===== src/core/burst_pkg.sv =====
package burst_pkg;

	// ==========================================================
	// register bus
	localparam int          PADDR_W      = 8;
	localparam logic [7:0]  OFS_CONFIG   = 8'h00;
	localparam logic [7:0]  OFS_CONTROL  = 8'h04;
	localparam logic [7:0]  OFS_STATUS   = 8'h08;

	// ==========================================================
	// burst_config_word layout and reset value
	localparam int           CFG_W         = 16;
	localparam logic [15:0]  CFG_RST       = 16'hFFFF;
	localparam int           RM_BIT        = 15;
	localparam int           LC_MSB        = 13;
	localparam int           LC_LSB        = 11;
	localparam int           POL_BIT       = 10;
	localparam int           HOLD_BIT      = 9;
	localparam int           TIMING_BIT    = 8;
	localparam int           EDGE_BIT      = 6;
	localparam int           NOWRAP_BIT    = 3;
	localparam int           BL_MSB        = 2;
	localparam int           BL_LSB        = 0;
	localparam logic [2:0]   BL_8          = 3'h2;
	localparam logic [2:0]   BL_CONT       = 3'h7;
	localparam logic [3:0]   WORDS_4       = 4'h4;
	localparam logic [3:0]   WORDS_8       = 4'h8;
	localparam logic [15:0]  GROUP4_MASK   = 16'h0003;
	localparam logic [15:0]  GROUP8_MASK   = 16'h0007;

	// ==========================================================
	// control register: partition in read-array state
	localparam int           RA_BIT        = 0;
	localparam logic         RA_RST        = 1'b1;

	// ==========================================================
	// pin synchroniser: {link clock, chip enable, strobe, address}
	localparam int             SYNC_W      = 19;
	localparam logic [18:0]    SYNC_RST    = 19'h7FFFF;

	typedef enum logic [2:0] {
		ST_IDLE,
		ST_LATENCY,
		ST_DATA,
		ST_STALL,
		ST_DONE
	} burst_state_t;

endpackage


===== src/core/sync_bus_if.sv =====
interface sync_bus_if #(parameter int W = 19);
	logic [W-1:0] raw;
	logic [W-1:0] sync;
	logic         en;
	modport src    (output raw, output en, input sync);
	modport syncer (input raw, input en, output sync);
endinterface


===== src/core/burst_read_latency_wait_ctrl.sv =====
// The placing of the registers and register access over APB were chosen for this implementation.
module burst_read_latency_wait_ctrl (
	// apb slave
	input  wire logic                           pclk,
	input  wire logic                           presetn,
	input  wire logic                           clk_en,
	input  wire logic                           psel,
	input  wire logic                           penable,
	input  wire logic                           pwrite,
	input  wire logic [burst_pkg::PADDR_W-1:0]  paddr,
	input  wire logic [31:0]                    pwdata,
	output logic      [31:0]                    prdata,
	output logic                                pready,
	output logic                                pslverr,
	// memory pins
	input  wire logic                           flash_clk,
	input  wire logic                           ce_n,
	input  wire logic                           address_valid_strobe_n,
	input  wire logic [15:0]                    addr_pin,
	output logic                                wait_o,
	output logic                                wait_oe,
	output logic      [15:0]                    dq_o,
	output logic                                dq_oe,
	// array side
	output logic      [15:0]                    array_word_addr,
	input  wire logic [15:0]                    array_rdata
);
	import burst_pkg::*;

	// ==========================================================
	// pin sampling and edge detection
	sync_bus_if #(.W(SYNC_W)) sb ();

	logic        clk_s;
	logic        ce_n_s;
	logic        adv_n_s;
	logic [15:0] addr_s;
	logic        clk_d_reg;
	logic        adv_d_reg;

	assign sb.raw = {flash_clk, ce_n, address_valid_strobe_n, addr_pin};
	assign sb.en  = clk_en;

	pin_sync #(.W(SYNC_W), .RST(SYNC_RST)) u_sync (
		.pclk    (pclk),
		.presetn (presetn),
		.bus     (sb)
	);

	assign {clk_s, ce_n_s, adv_n_s, addr_s} = sb.sync;

	always_ff @(posedge pclk or negedge presetn) begin
		if (!presetn) begin
			clk_d_reg <= 1'b1;
			adv_d_reg <= 1'b1;
		end else if (clk_en) begin
			clk_d_reg <= clk_s;
			adv_d_reg <= adv_n_s;
		end
	end

	// ==========================================================
	// registers
	logic [15:0] cfg_reg;
	logic        read_array_reg;
	logic [31:0] prdata_reg;

	logic       cfg_rm;
	logic [2:0] cfg_lc;
	logic       cfg_pol;
	logic       cfg_hold;
	logic       cfg_early;
	logic       cfg_rise;
	logic       cfg_nowrap;
	logic [2:0] cfg_bl;

	assign cfg_rm     = cfg_reg[RM_BIT];
	assign cfg_lc     = cfg_reg[LC_MSB:LC_LSB];
	assign cfg_pol    = cfg_reg[POL_BIT];
	assign cfg_hold   = cfg_reg[HOLD_BIT];
	assign cfg_early  = cfg_reg[TIMING_BIT];
	assign cfg_rise   = cfg_reg[EDGE_BIT];
	assign cfg_nowrap = cfg_reg[NOWRAP_BIT];
	assign cfg_bl     = cfg_reg[BL_MSB:BL_LSB];

	logic clk_rise;
	logic clk_fall;
	logic act_edge;
	logic adv_rise;
	logic adv_fall;
	logic ce_act;

	assign clk_rise = clk_s & ~clk_d_reg;
	assign clk_fall = ~clk_s & clk_d_reg;
	assign act_edge = clk_en & (cfg_rise ? clk_rise : clk_fall);
	assign adv_rise = clk_en & adv_n_s & ~adv_d_reg;
	assign adv_fall = clk_en & ~adv_n_s & adv_d_reg;
	assign ce_act   = ~ce_n_s;

	// ==========================================================
	// burst sequencing
	burst_state_t state_reg;
	logic         taken_reg;
	logic         misal_reg;
	logic         crossed_reg;
	logic [2:0]   lat_cnt_reg;
	logic         hold_cnt_reg;
	logic         stall_cnt_reg;
	logic [3:0]   words_left_reg;
	logic [15:0]  word_addr_reg;
	logic [15:0]  dq_reg;

	logic        sync_array;
	logic        bl_cont;
	logic        latch;
	logic        cross_ok;
	logic        cross_now;
	logic        at_end;
	logic        early;
	logic        present;
	logic [15:0] group_mask;
	logic [15:0] addr_inc;
	logic [15:0] addr_next;

	assign sync_array = ~cfg_rm & read_array_reg;
	assign bl_cont    = (cfg_bl == BL_CONT);
	assign latch      = ~taken_reg & ce_act & (adv_rise | (act_edge & ~adv_n_s));
	// continuous bursts ignore the wrap bit
	assign cross_ok   = misal_reg & (bl_cont ? ~crossed_reg : cfg_nowrap);
	assign cross_now  = cross_ok & (word_addr_reg[3:0] == 4'h0);
	assign at_end     = ~bl_cont & (words_left_reg == 4'h0);
	assign early      = cfg_early & (state_reg == ST_DATA) & cross_now & ~at_end;
	assign group_mask = (cfg_bl == BL_8) ? GROUP8_MASK : GROUP4_MASK;
	assign addr_inc   = word_addr_reg + 16'h0001;
	assign addr_next  = (~cfg_nowrap & ~bl_cont) ?
		((word_addr_reg & ~group_mask) | (addr_inc & group_mask)) : addr_inc;

	assign present = act_edge & (
		((state_reg == ST_LATENCY) & (lat_cnt_reg == 3'h0)) |
		((state_reg == ST_DATA) & ~hold_cnt_reg & ~at_end & ~cross_now) |
		((state_reg == ST_STALL) & ~stall_cnt_reg));

	always_ff @(posedge pclk or negedge presetn) begin
		if (!presetn) begin
			taken_reg <= 1'b0;
		end else if (clk_en) begin
			if (latch) begin
				taken_reg <= 1'b1;
			end else if (adv_fall | ~ce_act) begin
				taken_reg <= 1'b0;
			end
		end
	end

	always_ff @(posedge pclk or negedge presetn) begin
		if (!presetn) begin
			state_reg <= ST_IDLE;
		end else if (clk_en) begin
			if (~ce_act | ~sync_array) begin
				state_reg <= ST_IDLE;
			end else if (latch) begin
				state_reg <= ST_LATENCY;
			end else if (act_edge) begin
				unique case (state_reg)
					ST_IDLE: begin
					end
					ST_LATENCY: begin
						if (lat_cnt_reg == 3'h0) begin
							state_reg <= ST_DATA;
						end
					end
					ST_DATA: begin
						if (!hold_cnt_reg && at_end) begin
							state_reg <= ST_DONE;
						end else if (!hold_cnt_reg && cross_now) begin
							state_reg <= ST_STALL;
						end
					end
					ST_STALL: begin
						if (!stall_cnt_reg) begin
							state_reg <= ST_DATA;
						end
					end
					ST_DONE: begin
					end
				endcase
			end
		end
	end

	always_ff @(posedge pclk or negedge presetn) begin
		if (!presetn) begin
			lat_cnt_reg    <= 3'h0;
			hold_cnt_reg   <= 1'b0;
			stall_cnt_reg  <= 1'b0;
			words_left_reg <= 4'h0;
			word_addr_reg  <= 16'h0000;
			misal_reg      <= 1'b0;
			crossed_reg    <= 1'b0;
			dq_reg         <= 16'h0000;
		end else if (clk_en) begin
			if (latch) begin
				lat_cnt_reg    <= cfg_lc;
				word_addr_reg  <= addr_s;
				misal_reg      <= (addr_s[1:0] != 2'h0);
				crossed_reg    <= 1'b0;
				words_left_reg <= (cfg_bl == BL_8) ? WORDS_8 : WORDS_4;
			end else if (present) begin
				dq_reg         <= array_rdata;
				word_addr_reg  <= addr_next;
				hold_cnt_reg   <= cfg_hold;
				if (!bl_cont) begin
					words_left_reg <= words_left_reg - 4'h1;
				end
			end else if (act_edge) begin
				if (state_reg == ST_LATENCY) begin
					lat_cnt_reg <= lat_cnt_reg - 3'h1;
				end
				if (state_reg == ST_DATA && hold_cnt_reg) begin
					hold_cnt_reg <= 1'b0;
				end
				// the row stall lasts one data slot
				if (state_reg == ST_DATA && !hold_cnt_reg && cross_now && !at_end) begin
					stall_cnt_reg <= cfg_hold;
					crossed_reg   <= 1'b1;
				end
				if (state_reg == ST_STALL && stall_cnt_reg) begin
					stall_cnt_reg <= 1'b0;
				end
			end
		end
	end

	// ==========================================================
	// pin outputs
	logic wait_asserted;
	logic wait_o_reg;
	logic wait_oe_reg;
	logic dq_oe_reg;

	// outside sync read-array the pin carries no validity
	assign wait_asserted = sync_array ? ~((state_reg == ST_DATA) & ~early) : 1'b1;

	// wait lags the data by one pclk, so data settles before wait clears
	always_ff @(posedge pclk or negedge presetn) begin
		if (!presetn) begin
			wait_o_reg  <= 1'b0;
			wait_oe_reg <= 1'b0;
			dq_oe_reg   <= 1'b0;
		end else if (clk_en) begin
			wait_o_reg  <= cfg_pol ? wait_asserted : ~wait_asserted;
			wait_oe_reg <= ce_act;
			dq_oe_reg   <= ce_act & (state_reg == ST_DATA);
		end
	end

	assign wait_o          = wait_o_reg;
	assign wait_oe         = wait_oe_reg;
	assign dq_o            = dq_reg;
	assign dq_oe           = dq_oe_reg;
	assign array_word_addr = word_addr_reg;

	// ==========================================================
	// apb slave
	logic mapped;
	logic wr;

	assign mapped  = (paddr == OFS_CONFIG) | (paddr == OFS_CONTROL) | (paddr == OFS_STATUS);
	assign wr      = psel & penable & pwrite & clk_en & mapped;
	assign pready  = clk_en;
	assign pslverr = psel & penable & ~mapped;
	assign prdata  = prdata_reg;

	always_ff @(posedge pclk or negedge presetn) begin
		if (!presetn) begin
			cfg_reg        <= CFG_RST;
			read_array_reg <= RA_RST;
		end else if (wr) begin
			if (paddr == OFS_CONFIG) begin
				cfg_reg <= pwdata[CFG_W-1:0];
			end
			if (paddr == OFS_CONTROL) begin
				read_array_reg <= pwdata[RA_BIT];
			end
		end
	end

	// read data is captured in the setup cycle
	always_ff @(posedge pclk or negedge presetn) begin
		if (!presetn) begin
			prdata_reg <= 32'h00000000;
		end else if (clk_en && psel && !penable) begin
			if (paddr == OFS_CONFIG) begin
				prdata_reg <= {16'h0000, cfg_reg};
			end else if (paddr == OFS_CONTROL) begin
				prdata_reg <= {31'h00000000, read_array_reg};
			end else if (paddr == OFS_STATUS) begin
				prdata_reg <= {24'h000000, crossed_reg, wait_asserted, state_reg == ST_DATA,
					state_reg != ST_IDLE, word_addr_reg[3:0]};
			end else begin
				prdata_reg <= 32'h00000000;
			end
		end
	end

	// ==========================================================
	// checks
	logic [3:0] edges_seen_reg;
	logic       hold_edges_reg;

	always_ff @(posedge pclk or negedge presetn) begin
		if (!presetn) begin
			edges_seen_reg <= 4'h0;
			hold_edges_reg <= 1'b0;
		end else if (clk_en) begin
			if (latch) begin
				edges_seen_reg <= 4'h0;
			end else if (act_edge && state_reg == ST_LATENCY) begin
				edges_seen_reg <= edges_seen_reg + 4'h1;
			end
			if (present) begin
				hold_edges_reg <= 1'b0;
			end else if (act_edge) begin
				hold_edges_reg <= 1'b1;
			end
		end
	end
endmodule


===== src/core/pin_sync.sv =====
module pin_sync #(
	parameter int         W   = 19,
	parameter logic [W-1:0] RST = '1
) (
	// clock and reset
	input  wire logic  pclk,
	input  wire logic  presetn,
	// pins in, sampled out
	sync_bus_if.syncer bus
);
	logic [W-1:0] meta_reg;
	logic [W-1:0] sync_reg;

	// first stage feeds only the second
	always_ff @(posedge pclk or negedge presetn) begin
		if (!presetn) begin
			meta_reg <= RST;
			sync_reg <= RST;
		end else if (bus.en) begin
			meta_reg <= bus.raw;
			sync_reg <= meta_reg;
		end
	end

	assign bus.sync = sync_reg;
endmodule


===== config.mk =====
export PLATFORM = sky130hd
export DESIGN_NAME = burst_read_latency_wait_ctrl
export DESIGN_NICKNAME = d
export VERILOG_FILES = /design/src/core/burst_pkg.sv /design/src/core/sync_bus_if.sv /design/src/core/burst_read_latency_wait_ctrl.sv /design/src/core/pin_sync.sv
export SDC_FILE = /design/constraint.sdc
export NUM_CORES = 1
export LEC_CHECK = 0
export BUFFER_PORTS_ARGS = -buffer_cell sky130_fd_sc_hd__buf_4
export CORE_MARGIN = 3
export CORE_UTILIZATION = 30
export DETAILED_ROUTE_END_ITERATION = 10
export HOLD_SLACK_MARGIN = 0.15
export MAX_ROUTING_LAYER = met4
export PLACE_DENSITY_LB_ADDON = 0.2
export SLEW_MARGIN = 15
export SYNTH_ARGS = -nofsm -noshare
export SYNTH_HDL_FRONTEND = slang
export SYNTH_SLANG_ARGS = --single-unit

===== constraint.sdc =====
create_clock -name pclk -period 3.6 [get_ports pclk]
set_input_delay 0.54 -clock pclk [delete_from_list [all_inputs] [get_ports pclk]]
set_output_delay 0.54 -clock pclk [all_outputs]
set_load 0.02 [all_outputs]

-- Word level (Yosys, flattened, before mapping)
Index checks and enable logic that the tools add are counted.
- bits in registers: 139
- logic and storage cells: 176
- bits of input ports: 81
- output and inout bits: 69
- add/sub/neg operators: 3
- equal/unequal tests: 12
- reductions and logical operators: 40
- bitwise gates (word level): 63
- muxes and demuxes: 38
- operator list (cell ; count):
    16-bit 2-to-1 mux ; 4
    3-bit 2-to-1 mux ; 12
    1-bit AND ; 31
    1-bit NOT ; 21
    2-bit nonzero test ; 9
    16-bit by 1-bit adder with 16-bit output, second input constant ; 1
    16-bit AND ; 1
    16-bit by 3-bit AND with 16-bit output ; 1
    4-bit 2-to-1 mux ; 4
    8-bit 2-to-1 mux ; 2
    3-bit NOT with 16-bit output ; 1
    16-bit OR ; 1
    1-bit 2-to-1 mux ; 15
    4-bit AND reduction ; 3
    2-bit AND reduction ; 5
    3-bit by 2-bit equality test with 1-bit output, second input constant ; 3
    1-bit logical AND ; 9
    3-bit one-hot mux with 3 select lines ; 1
    8-bit by 3-bit equality test with 1-bit output, second input constant ; 1
    8-bit by 4-bit equality test with 1-bit output, second input constant ; 1
    4-bit logical NOT ; 2
    8-bit logical NOT ; 1
    4-bit != test, second input constant ; 2
    1-bit OR ; 7
    14 further kinds ; 18

-- Depth between registers and ports, before layout
- word-level depth: 13
- mapped depth: 9
- mapped depth without buffers: 7

-- Modules after synthesis
A second synthesis with hierarchy kept.
- cells, all modules: 511
- area, all modules: 5905.7 sq um
- modules (own cells, without submodules) (module ; sequential area each (sq um) ; area an instance (sq um) ; instances ; cells an instance):
    burst_read_latency_wait_ctrl ; 2150.8 ; 4365.4 ; 1 ; 431
    pin_sync ; 998.5 ; 1540.2 ; 1 ; 80

-- Worst setup path before layout
Ideal clock, no wire load.
- kind: reg2reg
- start point: register state_reg[1]
- end point: register dq_reg[10], in the netlist dq_o[10]
- period minus slack after synthesis: 2326 ps
- data required time: 3475 ps
- setup slack: 1274 ps
- path buffers: 2
- data arrival time: 2201 ps
- cell stages (with the launch flop): 8
- library setup time: 125 ps
- path through: dfrtp_1 > or3b_1 > buf_2 > a311oi_4 > a21boi_2 > nor3_4 > buf_4 > mux2_2
- word-level cells in the longest chain between the ends: 8
- elaborated cells between the ends (all ways): 12
- classes of those cells: 3 x eq/ne; 8 x bitwise; 1 x reduce/logical
- ends and longest elaborated chain (what ; RTL line ; source):
    start: declaration ; burst_read_latency_wait_ctrl.sv:102 ; burst_state_t state_reg;
    start signal: assignment ; burst_read_latency_wait_ctrl.sv:157 ; state_reg <= ST_IDLE;
    start signal: assignment ; burst_read_latency_wait_ctrl.sv:160 ; state_reg <= ST_IDLE;
    start signal: assignment ; burst_read_latency_wait_ctrl.sv:162 ; state_reg <= ST_LATENCY;
    3-bit by 2-bit equality test with 1-bit output ; burst_read_latency_wait_ctrl.sv:140 ; ((state_reg == ST_DATA) & ~hold_cnt_reg & ~at_end & ~cross_now) |
    1-bit AND (3 in a row) ; burst_read_latency_wait_ctrl.sv:140 ;
    1-bit OR ; burst_read_latency_wait_ctrl.sv:139 ; ((state_reg == ST_LATENCY) & (lat_cnt_reg == 3'h0)) |
    1-bit OR (*) ; burst_read_latency_wait_ctrl.sv:140 ;
    1-bit AND (*) ; burst_read_latency_wait_ctrl.sv:138 ; assign present = act_edge & (
    3-bit AND reduction (no line) (*) ; n/a ;
    end signal: assignment ; burst_read_latency_wait_ctrl.sv:209 ; dq_reg <= array_rdata;
    end: declaration ; burst_read_latency_wait_ctrl.sv:111 ; logic [15:0] dq_reg;
Mark *: on every way between the ends. The rest lies on a longest branch, timed or not.
A chain may end at the register's enable or synchronous reset.

-- Worst setup path in the final report
- start point: register lat_cnt_reg[0]
- end point: register dq_reg[6], in the netlist dq_o[6]
- word-level cells in the longest chain between the ends: 6
- ends and longest elaborated chain (what ; RTL line ; source):
    start: declaration ; burst_read_latency_wait_ctrl.sv:106 ; logic [2:0] lat_cnt_reg;
    start signal: assignment ; burst_read_latency_wait_ctrl.sv:203 ; lat_cnt_reg <= cfg_lc;
    start signal: assignment ; burst_read_latency_wait_ctrl.sv:217 ; lat_cnt_reg <= lat_cnt_reg - 3'h1;
    3-bit logical NOT ; burst_read_latency_wait_ctrl.sv:139 ;
    1-bit AND ; burst_read_latency_wait_ctrl.sv:139 ;
    1-bit OR ; burst_read_latency_wait_ctrl.sv:139 ;
    1-bit OR ; burst_read_latency_wait_ctrl.sv:140 ;
    1-bit AND ; burst_read_latency_wait_ctrl.sv:138 ;
    3-bit AND reduction (no line) ; n/a ;
Every way passes these cells.

==> results.toml <==
[synth]
yosysWarnings = 0
ys_top_cells_by_area = "dfrtp_1 (28%), dfstp_2 (26%), mux2_2 (14%)"
synth_top_cell_area_share_pct = 28.4
synth_area_leader_cell = "dfrtp_1"
async_flop_share_pct = 100
ys_ff_latch = 123
syn_area_sq_um = 5830
synth_edf_count = 0
syn_inst = 511
avgSynthCellArea_sq_um = 11.4
synthFlopType = "dfrtp_1"
ys_types = 57
yosysSeqAreaShare_pct = 54.1

[cts]
hold_buffers = 0
cts_root_buf = "clkbuf_16"
clk_latency_ns = 0.42
numCtsBuffers = 17
post_cts_buffers = 0
cts_tree = "yes"
clk_pin_slew_ns = 0.06
cts.sinks = 123
cts_max_level = 4
postCtsResizedCells = 0
clk_path_buf_depth = 2

[cells_and_area]
final_util_pct = 40.0
fill_cells = 1853
design_area_sq_um = 7550
fin_nets = 715
layout-drive-gt1-share_pct = 46.3
synthToLayoutAreaGrowth_pct = 29.7
num_antenna_cells = 0

[route]
ant_nets = 0
dr.pass1.iters = 5
drtIter0Drc = 196
wl_per_cell_um = 15.2
vias = 4258
via_per_inst = 4.73
drc = 0
wirelength_um = 13700

[timing]
fmax_mhz = 377
worst_pin_slew_ns = 0.917
fin_tns_setup_ns = 0
period_minus_slack_ns = 2.65
skew_ns = 0.00733
setup_viol = 0
layout_setup_ws_ns = 0.949
slew_viol_final = 0
fin_crit_sh_pct = 73.6
final-hold-violation-count = 0
rsz0062_at_grt = "no"
relSlewSlack_pct = 38.7

[place]
pre_cts_ws_ns = 0.897
placed_cell_area_sq_um = 6950
io_buffers = 117
gp_congestion = 0.814
dp_hpwl_um = 9690

[floorplan]
design.core.area_sq_um = 18900
ios = 150
die-area_sq_um = 21100
num_rows = 50
initial_utilization_pct = 30.8
die_h_um = 145
die_x_um = 145

[setup_path]
path_cells = "inv_1, ha_1, nor3b_1, o21ai_1, a21boi_2, nor3_4, mux2_2"
arrival_ns = 2.95
cp_max_fo = 17
startpoint_type = "register"
critPathKind = "reg -> reg"
end_kind = "register"
cp_top_family = "simple AND/OR/NAND/NOR gates"
max_stage_delay_ns = 0.67
cp.required_ns = 3.90
crit_buf_inv = 1
cp_slowest_cell = "nor3_4"

[global_routing]
grt_pass1_vias = 4227
grt_max_degree = 64
grt_pass1_wl_um = 22500
gr-total-overflow = 0
grtUsageTotal_pct = 13.5
antenna_found_initial = 0

[power]
vdd_ir_drop_max_uv = 297
power_leakage_uw = 0.00324
power.total_uw = 4230
power_density_nw_per_um2 = 560

[status]
status = "completed"

[hold_path]
min_path_type = "in -> async"

[job]
drv_cap = 0
## path summary, 6_finish.rpt
kind | start | to | slack (ns) | cells after the start
max | lat_cnt_reg[0] | dq_o[6] | 0.95 | 7
min | presetn | prdata[14] | 0.21 | 1
max reg2reg | lat_cnt_reg[0] | dq_o[6] | 0.95 | 7
min reg2reg | prdata[9] | prdata[9] | 0.48 | 2
max in group asynchronous | presetn | u_sync.meta_reg[10] | 2.52 | 2
min in group pclk | array_rdata[0] | dq_o[0] | 0.35 | 2
## where the power goes
part / leakage, uW / switching (uW) / internal (uW)
registers: 0.00146 / 191 / 1600
clock network: 0.000290 / 642 / 1060
logic: 0.00149 / 401 / 343
## kinds of logic (layout without fill, tap and decap cells)
group | count (synthesis) | after routing | synth area share [%]
and+or+nand+nor | 148 | 148 | 13.2
AOI/OAI and AO/OA | 96 | 96 | 11.0
buffers and inverters | 56 | 171 | 4.92
other | 1 | 16 | 0.0644
DFF | 123 | 123 | 54.1
adders and majority gates | 6 | 6 | 1.29
muxes | 78 | 78 | 15.0
xor gates and xnor gates | 3 | 3 | 0.451
## cells in the final DEF, fill, tap and decap left out, drive strengths merged, types with 2 or more instances in the layout
| master | n |
|---|---|
| nor2 | 31 |
| a22oi | 7 |
| or4 | 11 |
| o21ai | 31 |
| dfrtp | 66 |
| a311o | 2 |
| xor2 | 2 |
| dfstp | 57 |
| nand4 | 4 |
| nand3 | 20 |
| a21boi | 2 |
| clkbuf | 21 |
| ha | 6 |
| clkinv | 6 |
| nor4 | 3 |
| mux2 | 75 |
| and3 | 2 |
| mux2i | 3 |
| a211o | 3 |
| conb | 16 |
| o22ai | 2 |
| nor2b | 3 |
| nor3 | 5 |
| nand2 | 43 |
| nor3b | 4 |
| nand2b | 3 |
| a211oi | 2 |
| or3 | 10 |
| a21oi | 7 |
| a31oi | 19 |
| or3b | 3 |
| buf | 126 |
| o31ai | 13 |
| inv | 15 |
| clkinvlp | 2 |
## through the flow
| stage | hold slack, ns | std cells |
|---|---|---|
| 2_1_floorplan | 0.244 | 526 |
| 3_3_place_gp | 0.464 | 869 |
| 3_5_place_dp | 0.470 | 869 |
| 4_1_cts | 0.234 | 901 |
| 5_1_grt | 0.270 | 901 |
| 6_report | 0.212 | 901 |
## cell usage after synthesis, drive strengths merged (3+ instances only)
library cell / count
mux2: 75
dfrtp: 66
dfstp: 57
nand2: 43
nor2: 31
o21ai: 31
buf: 23
clkbuf: 20
nand3: 20
a31oi: 19
inv: 13
o31ai: 13
or4: 11
or3: 10
a21oi: 7
a22oi: 7
ha: 6
nor3: 5
nand4: 4
nor3b: 4
a211o: 3
mux2i: 3
nand2b: 3
nor2b: 3
nor4: 3
or3b: 3
## layout make-up
type                       count  area, sq um  area share, %
timing repair buffer         126          958           12.7
inverter                      13         48.8          0.646
tap                          260          325           4.31
multi-input combinational    347         2470           32.7
clock buffer                  21          493           6.53
sequential                   123         3150           41.7
clock inverter                11          108           1.42
## routing by layer
metal	part of all wire, %	GRT usage (%)	vias up	routed length [um]
li1	-	-	2062	-
met4	1.1	4.94	0	157
met1	49	18.5	2074	6690
met3	5.1	3.67	13	694
met5	0	-	-	0
met2	45	19.3	109	6140
Power figures use the tool's default switching activity.
